[config.mk]
export PLATFORM = sky130hd
export DESIGN_NAME = cpu_boot_state
export DESIGN_NICKNAME = d
export VERILOG_FILES = /design/src/core/boot_pkg.sv /design/src/core/table_load_if.sv /design/src/core/table_reg.sv /design/src/core/nmi_gate.sv /design/src/core/cpu_boot_state.sv
export VERILOG_INCLUDE_DIRS = /design/src /design/src/core
export SDC_FILE = /design/constraint.sdc
export NUM_CORES = 1
export LEC_CHECK = 0
export BUFFER_PORTS_ARGS = -buffer_cell sky130_fd_sc_hd__buf_4
export CORE_ASPECT_RATIO = 1.2
export CORE_MARGIN = 2
export CORE_UTILIZATION = 35
export CTS_BUF_LIST = sky130_fd_sc_hd__clkbuf_4
export DETAILED_ROUTE_END_ITERATION = 8
export GPL_ROUTABILITY_DRIVEN = 0
export PLACE_DENSITY = 0.57
export SETUP_SLACK_MARGIN = 0.3
export SYNTH_ARGS = -nofsm -noshare
export SYNTH_HDL_FRONTEND = slang
export SYNTH_HIERARCHICAL = 1
export SYNTH_SLANG_ARGS = --single-unit
[constraint.sdc]
create_clock -name clock -period 7.48 [get_ports clock]
set_input_delay 0.748 -clock clock [delete_from_list [all_inputs] [get_ports clock]]
set_output_delay 0.748 -clock clock [all_outputs]
set_load 0.02 [all_outputs]
[src/core/boot_defs.svh]
`ifndef BOOT_DEFS_SVH
`define BOOT_DEFS_SVH

// ----------------------------------------
// register byte offsets
// ----------------------------------------
`define OFS_CTRL_ZERO 12'h000
`define OFS_CTRL_FOUR 12'h004
`define OFS_ACCUM 12'h008
`define OFS_DATA_D 12'h00c
`define OFS_COUNT 12'h010
`define OFS_GT_BASE 12'h014
`define OFS_GT_LIMIT 12'h018
`define OFS_GT_LOAD 12'h01c
`define OFS_IT_BASE 12'h020
`define OFS_IT_LIMIT 12'h024
`define OFS_IT_LOAD 12'h028
`define OFS_STATUS 12'h02c
`define OFS_FETCH 12'h030
`define OFS_NMI_DONE 12'h034
`define OFS_RANGE0 12'h040

// ----------------------------------------
// field positions
// ----------------------------------------
`define BIT_PROT_ENABLE 0
`define BIT_OS_SIMD_SAVE 9
`define BIT_OS_SIMD_EXC 10
`define BIT_FQ_SIMD_A 25
`define BIT_FQ_SIMD_B 26
`define BIT_FQ_SAVE_RESTORE 24
`define BIT_FQ_LINE_FLUSH 19
`define BIT_FQ_SIMD_C 0
`define BIT_ST_PROT 0
`define BIT_ST_GT_READY 1
`define BIT_ST_IT_READY 2
`define BIT_ST_NMI_BUSY 3
`define BIT_RANGE_VALID 3
`define RANGE_TYPE_HI 2
`define RANGE_REGION_LO 8
`define RANGE_REGION_HI 15

// ----------------------------------------
// reset values and constants
// ----------------------------------------
`define RESET_FETCH_ADDR 32'hfffffff0
`define RESET_IT_BASE 32'h00000000
`define RESET_GT_BASE 32'h00000000
`define RESET_LIMIT 16'hffff
`define FEATURE_LEAF 32'h00000001
`define REAL_ADDR_TOP 32'h00100000
`define UNCACHED_TYPE 3'h0

`endif

[src/core/boot_pkg.sv]
package boot_pkg;

  // ----------------------------------------
  // operating modes
  // ----------------------------------------
  typedef enum logic [0:0] {
    mode_real = 1'b0,
    mode_prot = 1'b1
  } mode_t;

  // ----------------------------------------
  // apb access phases
  // ----------------------------------------
  typedef enum logic [1:0] {
    bus_idle = 2'b00,
    bus_setup = 2'b01,
    bus_access = 2'b10
  } bus_phase_t;

endpackage : boot_pkg

[src/core/table_load_if.sv]
interface table_load_if;
  logic load;
  logic [31:0] base;
  logic [15:0] limit;
  logic [31:0] base_q;
  logic [15:0] limit_q;
  logic loaded;

  modport ctrl (output load, output base, output limit,
                input base_q, input limit_q, input loaded);
  modport table_side (input load, input base, input limit,
                      output base_q, output limit_q, output loaded);
endinterface : table_load_if

[src/core/table_reg.sv]
`include "boot_defs.svh"

module table_reg #(
  parameter logic [31:0] RESET_BASE = 32'h00000000
) (
  // clock and reset
  input wire logic clock,
  input wire logic reset,
  // load side
  table_load_if.table_side tl
);
  typedef struct packed {
    logic [31:0] base;
    logic [15:0] limit;
    logic loaded;
  } tbl_state_t;

  tbl_state_t s_q, s_d;

  always_comb begin
    s_d = s_q;
    if (tl.load) begin
      // base and limit always move together
      s_d.base = tl.base;
      s_d.limit = tl.limit;
      s_d.loaded = 1'b1;
    end
  end

  always_ff @(posedge clock or posedge reset) begin
    if (reset) begin
      s_q <= '{base: RESET_BASE, limit: `RESET_LIMIT, loaded: 1'b0};
    end else begin
      s_q <= s_d;
    end
  end

  assign tl.base_q = s_q.base;
  assign tl.limit_q = s_q.limit;
  assign tl.loaded = s_q.loaded;
endmodule : table_reg

[src/core/nmi_gate.sv]
module nmi_gate (
  // clock and reset
  input wire logic clock,
  input wire logic reset,
  // pin and service end
  input wire logic nmi_pin,
  input wire logic service_done,
  // status
  output logic take,
  output logic busy
);
  typedef struct packed {
    logic sync1;
    logic sync2;
    logic prev;
    logic busy;
    logic take;
  } nmi_state_t;

  nmi_state_t s_q, s_d;
  logic edge_seen;

  always_comb begin
    s_d = s_q;
    s_d.sync1 = nmi_pin;
    s_d.sync2 = s_q.sync1;
    s_d.prev = s_q.sync2;
    edge_seen = s_q.sync2 & ~s_q.prev;
    s_d.take = 1'b0;
    // an edge in the cycle service ends is still taken
    if (edge_seen && (!s_q.busy || service_done)) begin
      s_d.take = 1'b1;
      s_d.busy = 1'b1;
    end else if (service_done) begin
      s_d.busy = 1'b0;
    end
  end

  always_ff @(posedge clock or posedge reset) begin
    if (reset) begin
      s_q <= '0;
    end else begin
      s_q <= s_d;
    end
  end

  assign take = s_q.take;
  assign busy = s_q.busy;
endmodule : nmi_gate

[src/core/cpu_boot_state.sv]
// Functional notes
// - reset enters real mode, first fetch at fffffff0 below 4 GByte top.
// - real-mode vector table base resets to zero; table load replaces it.
// - real-mode handlers are reachable only inside the first megabyte.
// - all-zero range table entries select uncached; reset clears them.
// - feature flags: data bits 25,26,24,19 and count bit 0.
// - flags appear only when the query runs with accumulator equal one.
// - control four bit 9 holds the os simd save flag.
// - control four bit 10 holds the os simd exception flag.
// - nmi always accepted unless an earlier nmi is still serviced.
// - writing control zero bit 0 set switches to protected mode.
// - global table load takes base and limit; usable only afterwards.
// - interrupt table load takes base and limit; usable only afterwards.
`include "boot_defs.svh"

module cpu_boot_state
  import boot_pkg::*;
#(
  parameter int RANGE_N = 4,
  parameter bit HAS_SIMD_A = 1'b1,
  parameter bit HAS_SIMD_B = 1'b1,
  parameter bit HAS_SIMD_C = 1'b1,
  parameter bit HAS_SAVE_RESTORE = 1'b1,
  parameter bit HAS_LINE_FLUSH = 1'b1
) (
  // clock and reset
  input wire logic clock,
  input wire logic reset,
  // apb slave
  input wire logic psel,
  input wire logic penable,
  input wire logic pwrite,
  input wire logic [11:0] paddr,
  input wire logic [31:0] pwdata,
  output logic [31:0] prdata,
  output logic pready,
  output logic pslverr,
  // non-maskable interrupt
  input wire logic nmi_pin,
  output logic nmi_take,
  output logic nmi_busy,
  // mode and fetch
  output logic real_mode,
  output logic [31:0] fetch_addr,
  // handler reach check
  input wire logic [31:0] handler_addr,
  output logic handler_ok,
  // memory type lookup
  input wire logic [31:0] access_addr,
  output logic [2:0] access_type,
  // simd enables
  output logic simd_save_en,
  output logic simd_exc_en,
  // descriptor tables
  output logic [31:0] gt_base,
  output logic [15:0] gt_limit,
  output logic gt_ready,
  output logic [31:0] it_base,
  output logic [15:0] it_limit,
  output logic it_ready
);

  // ----------------------------------------
  // parameter checks
  // ----------------------------------------
  if (RANGE_N < 1 || RANGE_N > 8) begin : g_bad_range
    $error("RANGE_N must lie between 1 and 8");
  end

  // ----------------------------------------
  // state
  // ----------------------------------------
  typedef struct packed {
    mode_t mode;
    logic [31:0] fetch;
    logic os_save;
    logic os_exc;
    logic [31:0] accum;
    logic [31:0] data_d;
    logic [31:0] count;
    logic [31:0] gt_base_stage;
    logic [15:0] gt_limit_stage;
    logic [31:0] it_base_stage;
    logic [15:0] it_limit_stage;
    logic [RANGE_N-1:0][15:0] ranges;
    logic [31:0] rdata;
    logic rd_err;
    logic [2:0] acc_type;
    logic hnd_ok;
  } boot_state_t;

  boot_state_t s_q, s_d;

  table_load_if gt_if ();
  table_load_if it_if ();

  logic wr_en;
  logic setup;
  logic nmi_done;
  logic [31:0] rd_val;
  logic rd_hit;
  logic [2:0] look_type;
  logic [31:0] status;
  logic [31:0] ctrl_zero;
  logic [31:0] ctrl_four;
  logic [31:0] flags_d;
  logic [31:0] flags_c;

  assign setup = psel & ~penable;
  assign wr_en = psel & penable & pwrite;
  assign nmi_done = wr_en && (paddr == `OFS_NMI_DONE);

  // ----------------------------------------
  // feature flags
  // ----------------------------------------
  always_comb begin
    flags_d = 32'h00000000;
    flags_c = 32'h00000000;
    flags_d[`BIT_FQ_SIMD_A] = HAS_SIMD_A;
    flags_d[`BIT_FQ_SIMD_B] = HAS_SIMD_B;
    flags_d[`BIT_FQ_SAVE_RESTORE] = HAS_SAVE_RESTORE;
    flags_d[`BIT_FQ_LINE_FLUSH] = HAS_LINE_FLUSH;
    flags_c[`BIT_FQ_SIMD_C] = HAS_SIMD_C;
  end

  // ----------------------------------------
  // register views
  // ----------------------------------------
  always_comb begin
    ctrl_zero = 32'h00000000;
    ctrl_zero[`BIT_PROT_ENABLE] = (s_q.mode == mode_prot);
    ctrl_four = 32'h00000000;
    ctrl_four[`BIT_OS_SIMD_SAVE] = s_q.os_save;
    ctrl_four[`BIT_OS_SIMD_EXC] = s_q.os_exc;
    status = 32'h00000000;
    status[`BIT_ST_PROT] = (s_q.mode == mode_prot);
    status[`BIT_ST_GT_READY] = gt_if.loaded;
    status[`BIT_ST_IT_READY] = it_if.loaded;
    status[`BIT_ST_NMI_BUSY] = nmi_busy;
  end

  // ----------------------------------------
  // read decode
  // ----------------------------------------
  always_comb begin
    rd_val = 32'h00000000;
    rd_hit = 1'b1;
    if (paddr == `OFS_CTRL_ZERO) begin
      rd_val = ctrl_zero;
    end else if (paddr == `OFS_CTRL_FOUR) begin
      rd_val = ctrl_four;
    end else if (paddr == `OFS_ACCUM) begin
      rd_val = s_q.accum;
    end else if (paddr == `OFS_DATA_D) begin
      rd_val = s_q.data_d;
    end else if (paddr == `OFS_COUNT) begin
      rd_val = s_q.count;
    end else if (paddr == `OFS_GT_BASE) begin
      rd_val = gt_if.base_q;
    end else if (paddr == `OFS_GT_LIMIT) begin
      rd_val = {16'h0000, gt_if.limit_q};
    end else if (paddr == `OFS_IT_BASE) begin
      rd_val = it_if.base_q;
    end else if (paddr == `OFS_IT_LIMIT) begin
      rd_val = {16'h0000, it_if.limit_q};
    end else if (paddr == `OFS_STATUS) begin
      rd_val = status;
    end else if (paddr == `OFS_FETCH) begin
      rd_val = s_q.fetch;
    end else if (paddr == `OFS_GT_LOAD || paddr == `OFS_IT_LOAD || paddr == `OFS_NMI_DONE) begin
      rd_val = 32'h00000000;
    end else if (paddr >= `OFS_RANGE0 &&
                 paddr < `OFS_RANGE0 + 12'(4 * RANGE_N) && paddr[1:0] == 2'b00) begin
      rd_val = {16'h0000, s_q.ranges[paddr[4:2]]};
    end else begin
      rd_hit = 1'b0;
    end
  end

  // ----------------------------------------
  // memory type lookup
  // ----------------------------------------
  // first valid matching entry wins; an unused entry never matches
  always_comb begin
    look_type = `UNCACHED_TYPE;
    for (int i = RANGE_N - 1; i >= 0; i--) begin
      if (s_q.ranges[i][`BIT_RANGE_VALID] &&
          s_q.ranges[i][`RANGE_REGION_HI:`RANGE_REGION_LO] == access_addr[31:24]) begin
        look_type = s_q.ranges[i][`RANGE_TYPE_HI:0];
      end
    end
  end

  // ----------------------------------------
  // next state
  // ----------------------------------------
  always_comb begin
    s_d = s_q;
    gt_if.load = 1'b0;
    gt_if.base = s_q.gt_base_stage;
    gt_if.limit = s_q.gt_limit_stage;
    it_if.load = 1'b0;
    it_if.base = s_q.it_base_stage;
    it_if.limit = s_q.it_limit_stage;
    s_d.acc_type = look_type;
    // the megabyte limit applies only while in real mode
    s_d.hnd_ok = (s_q.mode == mode_prot) || (handler_addr < `REAL_ADDR_TOP);
    // read data is caught in setup so the answer comes from a flop
    if (setup) begin
      s_d.rdata = pwrite ? 32'h00000000 : rd_val;
      s_d.rd_err = ~rd_hit;
    end
    if (wr_en && rd_hit) begin
      if (paddr == `OFS_CTRL_ZERO) begin
        // clearing the flag drops back to real mode
        s_d.mode = pwdata[`BIT_PROT_ENABLE] ? mode_prot : mode_real;
      end else if (paddr == `OFS_CTRL_FOUR) begin
        s_d.os_save = pwdata[`BIT_OS_SIMD_SAVE];
        s_d.os_exc = pwdata[`BIT_OS_SIMD_EXC];
      end else if (paddr == `OFS_ACCUM) begin
        // writing the accumulator runs the query
        s_d.accum = pwdata;
        if (pwdata == `FEATURE_LEAF) begin
          s_d.data_d = flags_d;
          s_d.count = flags_c;
        end else begin
          s_d.data_d = 32'h00000000;
          s_d.count = 32'h00000000;
        end
      end else if (paddr == `OFS_GT_BASE) begin
        s_d.gt_base_stage = pwdata;
      end else if (paddr == `OFS_GT_LIMIT) begin
        s_d.gt_limit_stage = pwdata[15:0];
      end else if (paddr == `OFS_GT_LOAD) begin
        gt_if.load = 1'b1;
      end else if (paddr == `OFS_IT_BASE) begin
        s_d.it_base_stage = pwdata;
      end else if (paddr == `OFS_IT_LIMIT) begin
        s_d.it_limit_stage = pwdata[15:0];
      end else if (paddr == `OFS_IT_LOAD) begin
        it_if.load = 1'b1;
      end else if (paddr >= `OFS_RANGE0) begin
        s_d.ranges[paddr[4:2]] = pwdata[15:0];
      end
    end
  end

  // ----------------------------------------
  // state register
  // ----------------------------------------
  always_ff @(posedge clock or posedge reset) begin
    if (reset) begin
      s_q.mode <= mode_real;
      s_q.fetch <= `RESET_FETCH_ADDR;
      s_q.os_save <= 1'b0;
      s_q.os_exc <= 1'b0;
      s_q.accum <= 32'h00000000;
      s_q.data_d <= 32'h00000000;
      s_q.count <= 32'h00000000;
      s_q.gt_base_stage <= 32'h00000000;
      s_q.gt_limit_stage <= 16'h0000;
      s_q.it_base_stage <= 32'h00000000;
      s_q.it_limit_stage <= 16'h0000;
      s_q.ranges <= '0;
      s_q.rdata <= 32'h00000000;
      s_q.rd_err <= 1'b0;
      s_q.acc_type <= `UNCACHED_TYPE;
      s_q.hnd_ok <= 1'b0;
    end else begin
      s_q <= s_d;
    end
  end

  // ----------------------------------------
  // sub-blocks
  // ----------------------------------------
  table_reg #(
    .RESET_BASE(`RESET_GT_BASE)
  ) u_global_table (
    .clock(clock),
    .reset(reset),
    .tl(gt_if.table_side)
  );

  table_reg #(
    .RESET_BASE(`RESET_IT_BASE)
  ) u_interrupt_table (
    .clock(clock),
    .reset(reset),
    .tl(it_if.table_side)
  );

  nmi_gate u_nmi (
    .clock(clock),
    .reset(reset),
    .nmi_pin(nmi_pin),
    .service_done(nmi_done),
    .take(nmi_take),
    .busy(nmi_busy)
  );

  // ----------------------------------------
  // outputs
  // ----------------------------------------
  // zero wait states: the access phase always completes at once
  assign pready = psel & penable;
  assign pslverr = psel & penable & s_q.rd_err;
  assign prdata = s_q.rdata;
  assign real_mode = (s_q.mode == mode_real);
  assign fetch_addr = s_q.fetch;
  assign handler_ok = s_q.hnd_ok;
  assign access_type = s_q.acc_type;
  assign simd_save_en = s_q.os_save;
  assign simd_exc_en = s_q.os_exc;
  assign gt_base = gt_if.base_q;
  assign gt_limit = gt_if.limit_q;
  assign gt_ready = gt_if.loaded;
  assign it_base = it_if.base_q;
  assign it_limit = it_if.limit_q;
  assign it_ready = it_if.loaded;

endmodule : cpu_boot_state

After elaboration in Yosys (flattened, before gate mapping)
Cells that the tools add are included.
{ "word_totals": {"regBits": 399, "out_inout_bits": 173, "elab_cells": 154} }
{ "classes": {"magnitude_cmp": 5, "n_eq_ne": 18, "mux": 58, "bitwise": 18, "reduce_logical": 26} }
{ "op_table": {"columns": ["cell", "count"], "rows": [
  ["$mux 32", 12],
  ["$eq 12x6->1 const B", 6],
  ["$bwmux 64", 1],
  ["$mux 16", 4],
  ["$mux 59", 1],
  ["$eq 12x5->1 const B", 4],
  ["$mux 1", 34],
  ["$bmux 16 s2", 1],
  ["$demux 16 s2", 1],
  ["$eq 32x1->1 const B", 1],
  ["$eq 8x8->1", 4],
  ["$lt 32x21->1 const B", 1],
  ["$eq 12x4->1 const B", 2],
  ["$not 1->1", 13],
  ["$eq 12x3->1 const B", 1],
  ["$ge 12x7->1 const B", 1],
  ["$logic_not 12->1", 1],
  ["$lt 12x7->1 const B", 1],
  ["$mux 3", 4],
  ["$reduce_and 11->1", 1],
  ["$logic_and 1x1->1", 10],
  ["$reduce_and 9->1", 1],
  ["$reduce_and 8->1", 1],
  ["$reduce_and 6->1", 1],
  ["other kinds (11)", 18]
]} }

Logic depth before layout (Yosys ltp)
{ "depth": {"depth_word": 18, "ltp_mapped": 9, "mapped_depth_nobuf": 5} }

Modules after synthesis
Netlist, hierarchy kept.
{ "by_module_without_submodules": {"columns": ["mod", "n_inst", "cells_each", "area_per_inst_um2"], "rows": [
  ["cpu_boot_state", 1, 1001, 12034.0],
  ["table_reg", 2, 104, 1875.5],
  ["nmi_gate", 1, 11, 167.7]
]} }

Least setup slack after synthesis
No wires, ideal clock.
{ "synth_timing": {"path_kind": "in2reg", "startpoint": "input port paddr[3]", "endpoint": "register u_global_table.s_q, in the netlist u_global_table/tl.base_q[20]", "setup_ps": 125, "arrival_ps": 2905, "required_ps": 7355, "slack_ps": 4450, "path_stages": 9, "n_path_buf": 6, "path_cell_list": "clkbuf_1 > clkbuf_1 > buf_1 > clkbuf_1 > nand2_1 > nor3_1 > buf_6 > buf_6 > mux2_4"} }
{ "synth_via": {"elab_chain_len": 18, "elab_cells_between_ends": 41, "classes_between": "order compare (2); eq/ne (13); mux (20); reduce/logical (6)"} }
{ "synth_lines": {"columns": ["element", "line_no", "text"], "rows": [
  ["start, declared", "cpu_boot_state.sv:33", "input wire logic [11:0] paddr,"],
  ["$ge 12x7->1 (no source line) or $lt 12x7->1 (tied branches)", null, null],
  ["$logic_and 1x1->1 (2 in series)", "cpu_boot_state.sv:172", "end else if (paddr >= `OFS_RANGE0 &&"],
  ["$mux 1", "cpu_boot_state.sv:172", null],
  ["$mux 1", "cpu_boot_state.sv:170", "end else if (paddr == `OFS_GT_LOAD || paddr == `OFS_IT_LOAD || paddr == `OFS_NMI_DONE) begin"],
  ["$mux 1", "cpu_boot_state.sv:168", "end else if (paddr == `OFS_FETCH) begin"],
  ["$mux 1", "cpu_boot_state.sv:166", "end else if (paddr == `OFS_STATUS) begin"],
  ["$mux 1", "cpu_boot_state.sv:164", "end else if (paddr == `OFS_IT_LIMIT) begin"],
  ["$mux 1", "cpu_boot_state.sv:162", "end else if (paddr == `OFS_IT_BASE) begin"],
  ["(+2 left out)", null, null],
  ["$mux 1", "cpu_boot_state.sv:156", "end else if (paddr == `OFS_COUNT) begin"],
  ["$mux 1", "cpu_boot_state.sv:154", "end else if (paddr == `OFS_DATA_D) begin"],
  ["$mux 1", "cpu_boot_state.sv:152", "end else if (paddr == `OFS_ACCUM) begin"],
  ["$mux 1", "cpu_boot_state.sv:150", "end else if (paddr == `OFS_CTRL_FOUR) begin"],
  ["$mux 1", "cpu_boot_state.sv:148", "if (paddr == `OFS_CTRL_ZERO) begin"],
  ["$logic_and 1x1->1", "cpu_boot_state.sv:213", "if (wr_en && rd_hit) begin"],
  ["$mux 1 (*)", "cpu_boot_state.sv:213", null],
  ["via gt_if.load", "table_load_if.sv:2", "logic load;"],
  ["end signal, assigned", "table_reg.sv:32", "s_q <= '{base: RESET_BASE, limit: `RESET_LIMIT, loaded: 1'b0};"],
  ["end, declared", "table_reg.sv:18", "tbl_state_t s_q, s_d;"]
]} }
The timed path passes the listed nets; every way through them passes the cells marked *.
A chain may end at the register's enable or synchronous reset.

Worst setup path after layout
{ "layout_timing": {"startpoint": "input port paddr[11]", "endpoint": "register s_q, in the netlist gt_if.base[19]"} }
{ "layout_via": {"elab_chain_len": 18, "elab_cells_between_ends": 38, "classes_between": "order compare (2); eq/ne (13); mux (13); bitwise (3); reduce/logical (7)"} }
{ "layout_lines": {"columns": ["element", "line_no", "text"], "rows": [
  ["$ge 12x7->1 (no source line) or $lt 12x7->1 (tied branches)", null, null],
  ["$logic_and 1x1->1 (2 in series)", "cpu_boot_state.sv:172", null],
  ["$mux 1", "cpu_boot_state.sv:172", null],
  ["$mux 1", "cpu_boot_state.sv:170", null],
  ["$mux 1", "cpu_boot_state.sv:168", null],
  ["$mux 1", "cpu_boot_state.sv:166", null],
  ["$mux 1", "cpu_boot_state.sv:164", null],
  ["$mux 1", "cpu_boot_state.sv:162", null],
  ["$mux 1", "cpu_boot_state.sv:160", "end else if (paddr == `OFS_GT_LIMIT) begin"],
  ["$mux 1", "cpu_boot_state.sv:158", "end else if (paddr == `OFS_GT_BASE) begin"],
  ["$mux 1", "cpu_boot_state.sv:156", null],
  ["$mux 1", "cpu_boot_state.sv:154", null],
  ["$mux 1", "cpu_boot_state.sv:152", null],
  ["$mux 1", "cpu_boot_state.sv:150", null],
  ["$mux 1", "cpu_boot_state.sv:148", null],
  ["$logic_and 1x1->1", "cpu_boot_state.sv:213", null],
  ["$reduce_and 5->1 (no source line) (*)", null, null],
  ["end, declared", "cpu_boot_state.sv:92", "boot_state_t s_q, s_d;"]
]} }
Mark *: on every way between the ends. The rest lies on a longest branch, timed or not.

==> impl_metrics.json <==
{
  "status": "finished, final reports clean",
  "synth_compound_area_share_pct": 7.95,
  "synth_xor_area_share_pct": 1.81,
  "grt_pass1_vias": 11300,
  "cap_violations": 0,
  "post-place-ws_ns": 3.04,
  "r2r_slack_ns": 5.61,
  "drt-pass1-iter-count": 5,
  "synthMuxAreaShare_pct": 24.2,
  "synth_cells": 1220,
  "synth_top_family_by_area": "multiplexers",
  "finalMaxSlewViolations": 0,
  "dp_cells": 1926,
  "grt_max_degree": 103,
  "reg2regPathDepth": 5,
  "drive_gt1_share_pct": 50.0,
  "finClkSkew_ns": 0.0461,
  "htreeDepth": 3,
  "final_cells": 2090,
  "grt_usage_pct": 20.6,
  "setup_slack_ns": 3.75,
  "cts_tree": "done",
  "layout_commonest_cell": "dfrtp_1",
  "wirelength_mm": 48.2,
  "clk_pin_slew_ns": 0.06,
  "clockRootBuffer": "clkbuf_4",
  "hold_viol": 0,
  "yosys_warnings": 6,
  "relSlewSlack_pct": 21.8,
  "crit_path_end_kind": "flip-flop",
  "rows": 85,
  "hold_end": "u_nmi/s_d[3]",
  "critical_path_class": "in2reg",
  "viasPerCell": 5.20,
  "fin_crit_sh_pct": 49.9,
  "clock_latency_ns": 0.79,
  "leakage_nw": 9.16,
  "synth-seq-area-share_pct": 53.0,
  "synth_fa_ha_area_share_pct": 0,
  "fin_area_sq_mm": 0.0188,
  "cts_buffers": 88,
  "hold_depth": 1,
  "drc": 0,
  "die_area_sq_mm": 0.0473,
  "ys_types": 69,
  "hp-class": "in2reg",
  "crit_fanout": 32,
  "synthToLayoutAreaGrowth_pct": 18.0,
  "initial_core_util_pct": 35.5,
  "wire_per_inst_um": 23.0,
  "ys.flop_type": "dfrtp_1",
  "rsz0062_at_grt": "false",
  "r2r_start": "s_q[81]",
  "vdd_drop_max_v": 0.000113,
  "io_buffers": 210,
  "cts.sinks": 336,
  "antenna_found_initial": 5,
  "finalSetupViolations": 0,
  "layout_common_cells": "304 x dfrtp_1, 233 x mux2_2, 226 x buf_4",
  "overflow": 0,
  "cp-start-kind": "input pin",
  "placed_area_sq_mm": 0.0176,
  "boundaryPins": 287,
  "ys_ff_latch": 336,
  "p_total_mw": 3.74,
  "netlist_area_sq_mm": 0.0160,
  "nets": 1522,
  "cts_resized": 0,
  "synthArstFlopShare_pct": 100,
  "vias": 10900,
  "arrival_ns": 4.39,
  "clock_path_buffers": 3,
  "fmax_mhz": 268,
  "grt_pass1_wl_mm": 71.9,
  "finalSetupTns_ns": 0,
  "hpwl_mm": 32.4,
  "worst_slew_pin_slew_ns": 1.17,
  "die_h_um": 238,
  "powerDensity_mw_per_mm2": 199,
  "r2r-end": "access_type[0]",
  "fillCellCount": 4326,
  "avgSynthCellArea_sq_um": 13.1,
  "required_ns": 8.13,
  "core_area_sq_mm": 0.0450,
  "die_w_um": 199,
  "post_cts_buffers": 0,
  "ant_nets": 0,
  "synthSimpleGateAreaFrac_pct": 6.61,
  "hp-start": "nmi_pin",
  "drt-initial-drc-count": 535,
  "fin_crit_ns": 3.73,
  "synth_edf_count": 0
}
[cells in the mapped netlist, drive strengths merged, types with 5 or more instances]
cell type / count / share of area (%)
a211oi: 5 / 0.24
a21oi: 23 / 0.75
a221o: 12 / 0.75
a22o: 25 / 1.4
a22oi: 12 / 0.56
buf: 107 / 4.9
clkbuf: 52 / 1.3
dfrtp: 304 / 48
dfstp: 32 / 5.3
inv: 11 / 0.26
mux2: 291 / 22
mux4: 16 / 2.3
nand2: 59 / 1.4
nand2b: 7 / 0.32
nand3: 22 / 0.77
nand4: 10 / 0.39
nor2: 40 / 1.0
nor3: 15 / 0.53
nor4: 16 / 0.67
nor4b: 5 / 0.35
o211a: 11 / 0.69
o21ai: 45 / 1.4
o22a: 12 / 0.66
or3: 5 / 0.20
xnor2: 33 / 1.8
[stage by stage]
stage / hold slack, ns / util (%)
2_1_floorplan: 0.331 / -
4_1_cts: 0.00492 / 41.8
6_report: 0.0884 / 41.8
5_1_grt: 0.0198 / 41.8
3_3_place_gp: 0.341 / 39.1
3_5_place_dp: 0.336 / 39.1
[critical path, stage by stage]
cell,delay [ns]
buf_4,0.12
nor4_2,0.86
nand2_1,0.24
nor3_4,0.88
nor2b_4,1.09
mux2_2,0.43
[cells by family (layout without fill, tap and decap cells)]
family                 count (synthesis)  in the layout
AND/OR/NAND/NOR                      199            199
buffers and inverters                170            396
other                                  2             37
XOR/XNOR                              33             33
multiplexers                         307            307
AO/OA/AOI/OAI                        173            173
flip-flops                           336            336
[repair_timing]
item	4_1_cts	5_1_grt
endpoints found under the hold margin	5	0
endpoints found under the setup margin	0	0
hold buffers	1	0
[worst max-delay path by stage]
stage	start	endpoint	slack, ns	cells after the start
floorplan	reset	access_type[0]	0.34	1
detailed placement	paddr[11]	gt_if.base[11]	3.04	6
finish	paddr[11]	gt_if.base[19]	3.75	6
global route	paddr[11]	gt_if.base[19]	3.74	6
CTS	paddr[11]	gt_if.base[19]	3.91	6
global placement	paddr[11]	gt_if.base[9]	3.06	6
[per-layer routing]
layer	wire length, um	GRT usage (%)	vias up
li1	-	-	4760
met1	20500	26.6	5590
met2	23000	32.7	412
met3	2780	4.45	97
met4	1790	10.3	0
met5	0	0	-
[state kept, by name, summed over array words and instances (netlist names), 2 cells and up]
signal,count
s_q,98
prdata,32
u_interrupt_table/tl.limit_q,16
gt_if.limit,16
it_if.limit,16
gt_if.base,32
u_nmi/s_d,2
u_interrupt_table/tl.base_q,32
access_type,3
it_if.base,32
u_global_table/tl.limit_q,16
u_global_table/tl.base_q,32
[cell type report]
| cell class | count | area, sq um | area share, % |
|---|---|---|---|
| multi-input combinational | 744 | 6640 | 35.3 |
| timing repair buffer | 227 | 1710 | 9.07 |
| inverter | 11 | 48.8 | 0.259 |
| tap | 609 | 762 | 4.05 |
| clock buffer | 140 | 1050 | 5.58 |
| antenna | 5 | 12.5 | 0.0665 |
| clock inverter | 18 | 153 | 0.811 |
| sequential | 336 | 8450 | 44.9 |
[power breakdown]
group	leakage [nW]	switching, mW	internal, mW	total, mW
registers	4.55	0.00131	1.82	1.82
clock network	0.718	0.770	0.948	1.72
logic	3.89	0.149	0.0571	0.206
total	9.16	0.920	2.82	3.74
Note: power is estimated with default switching activity, not from simulation.
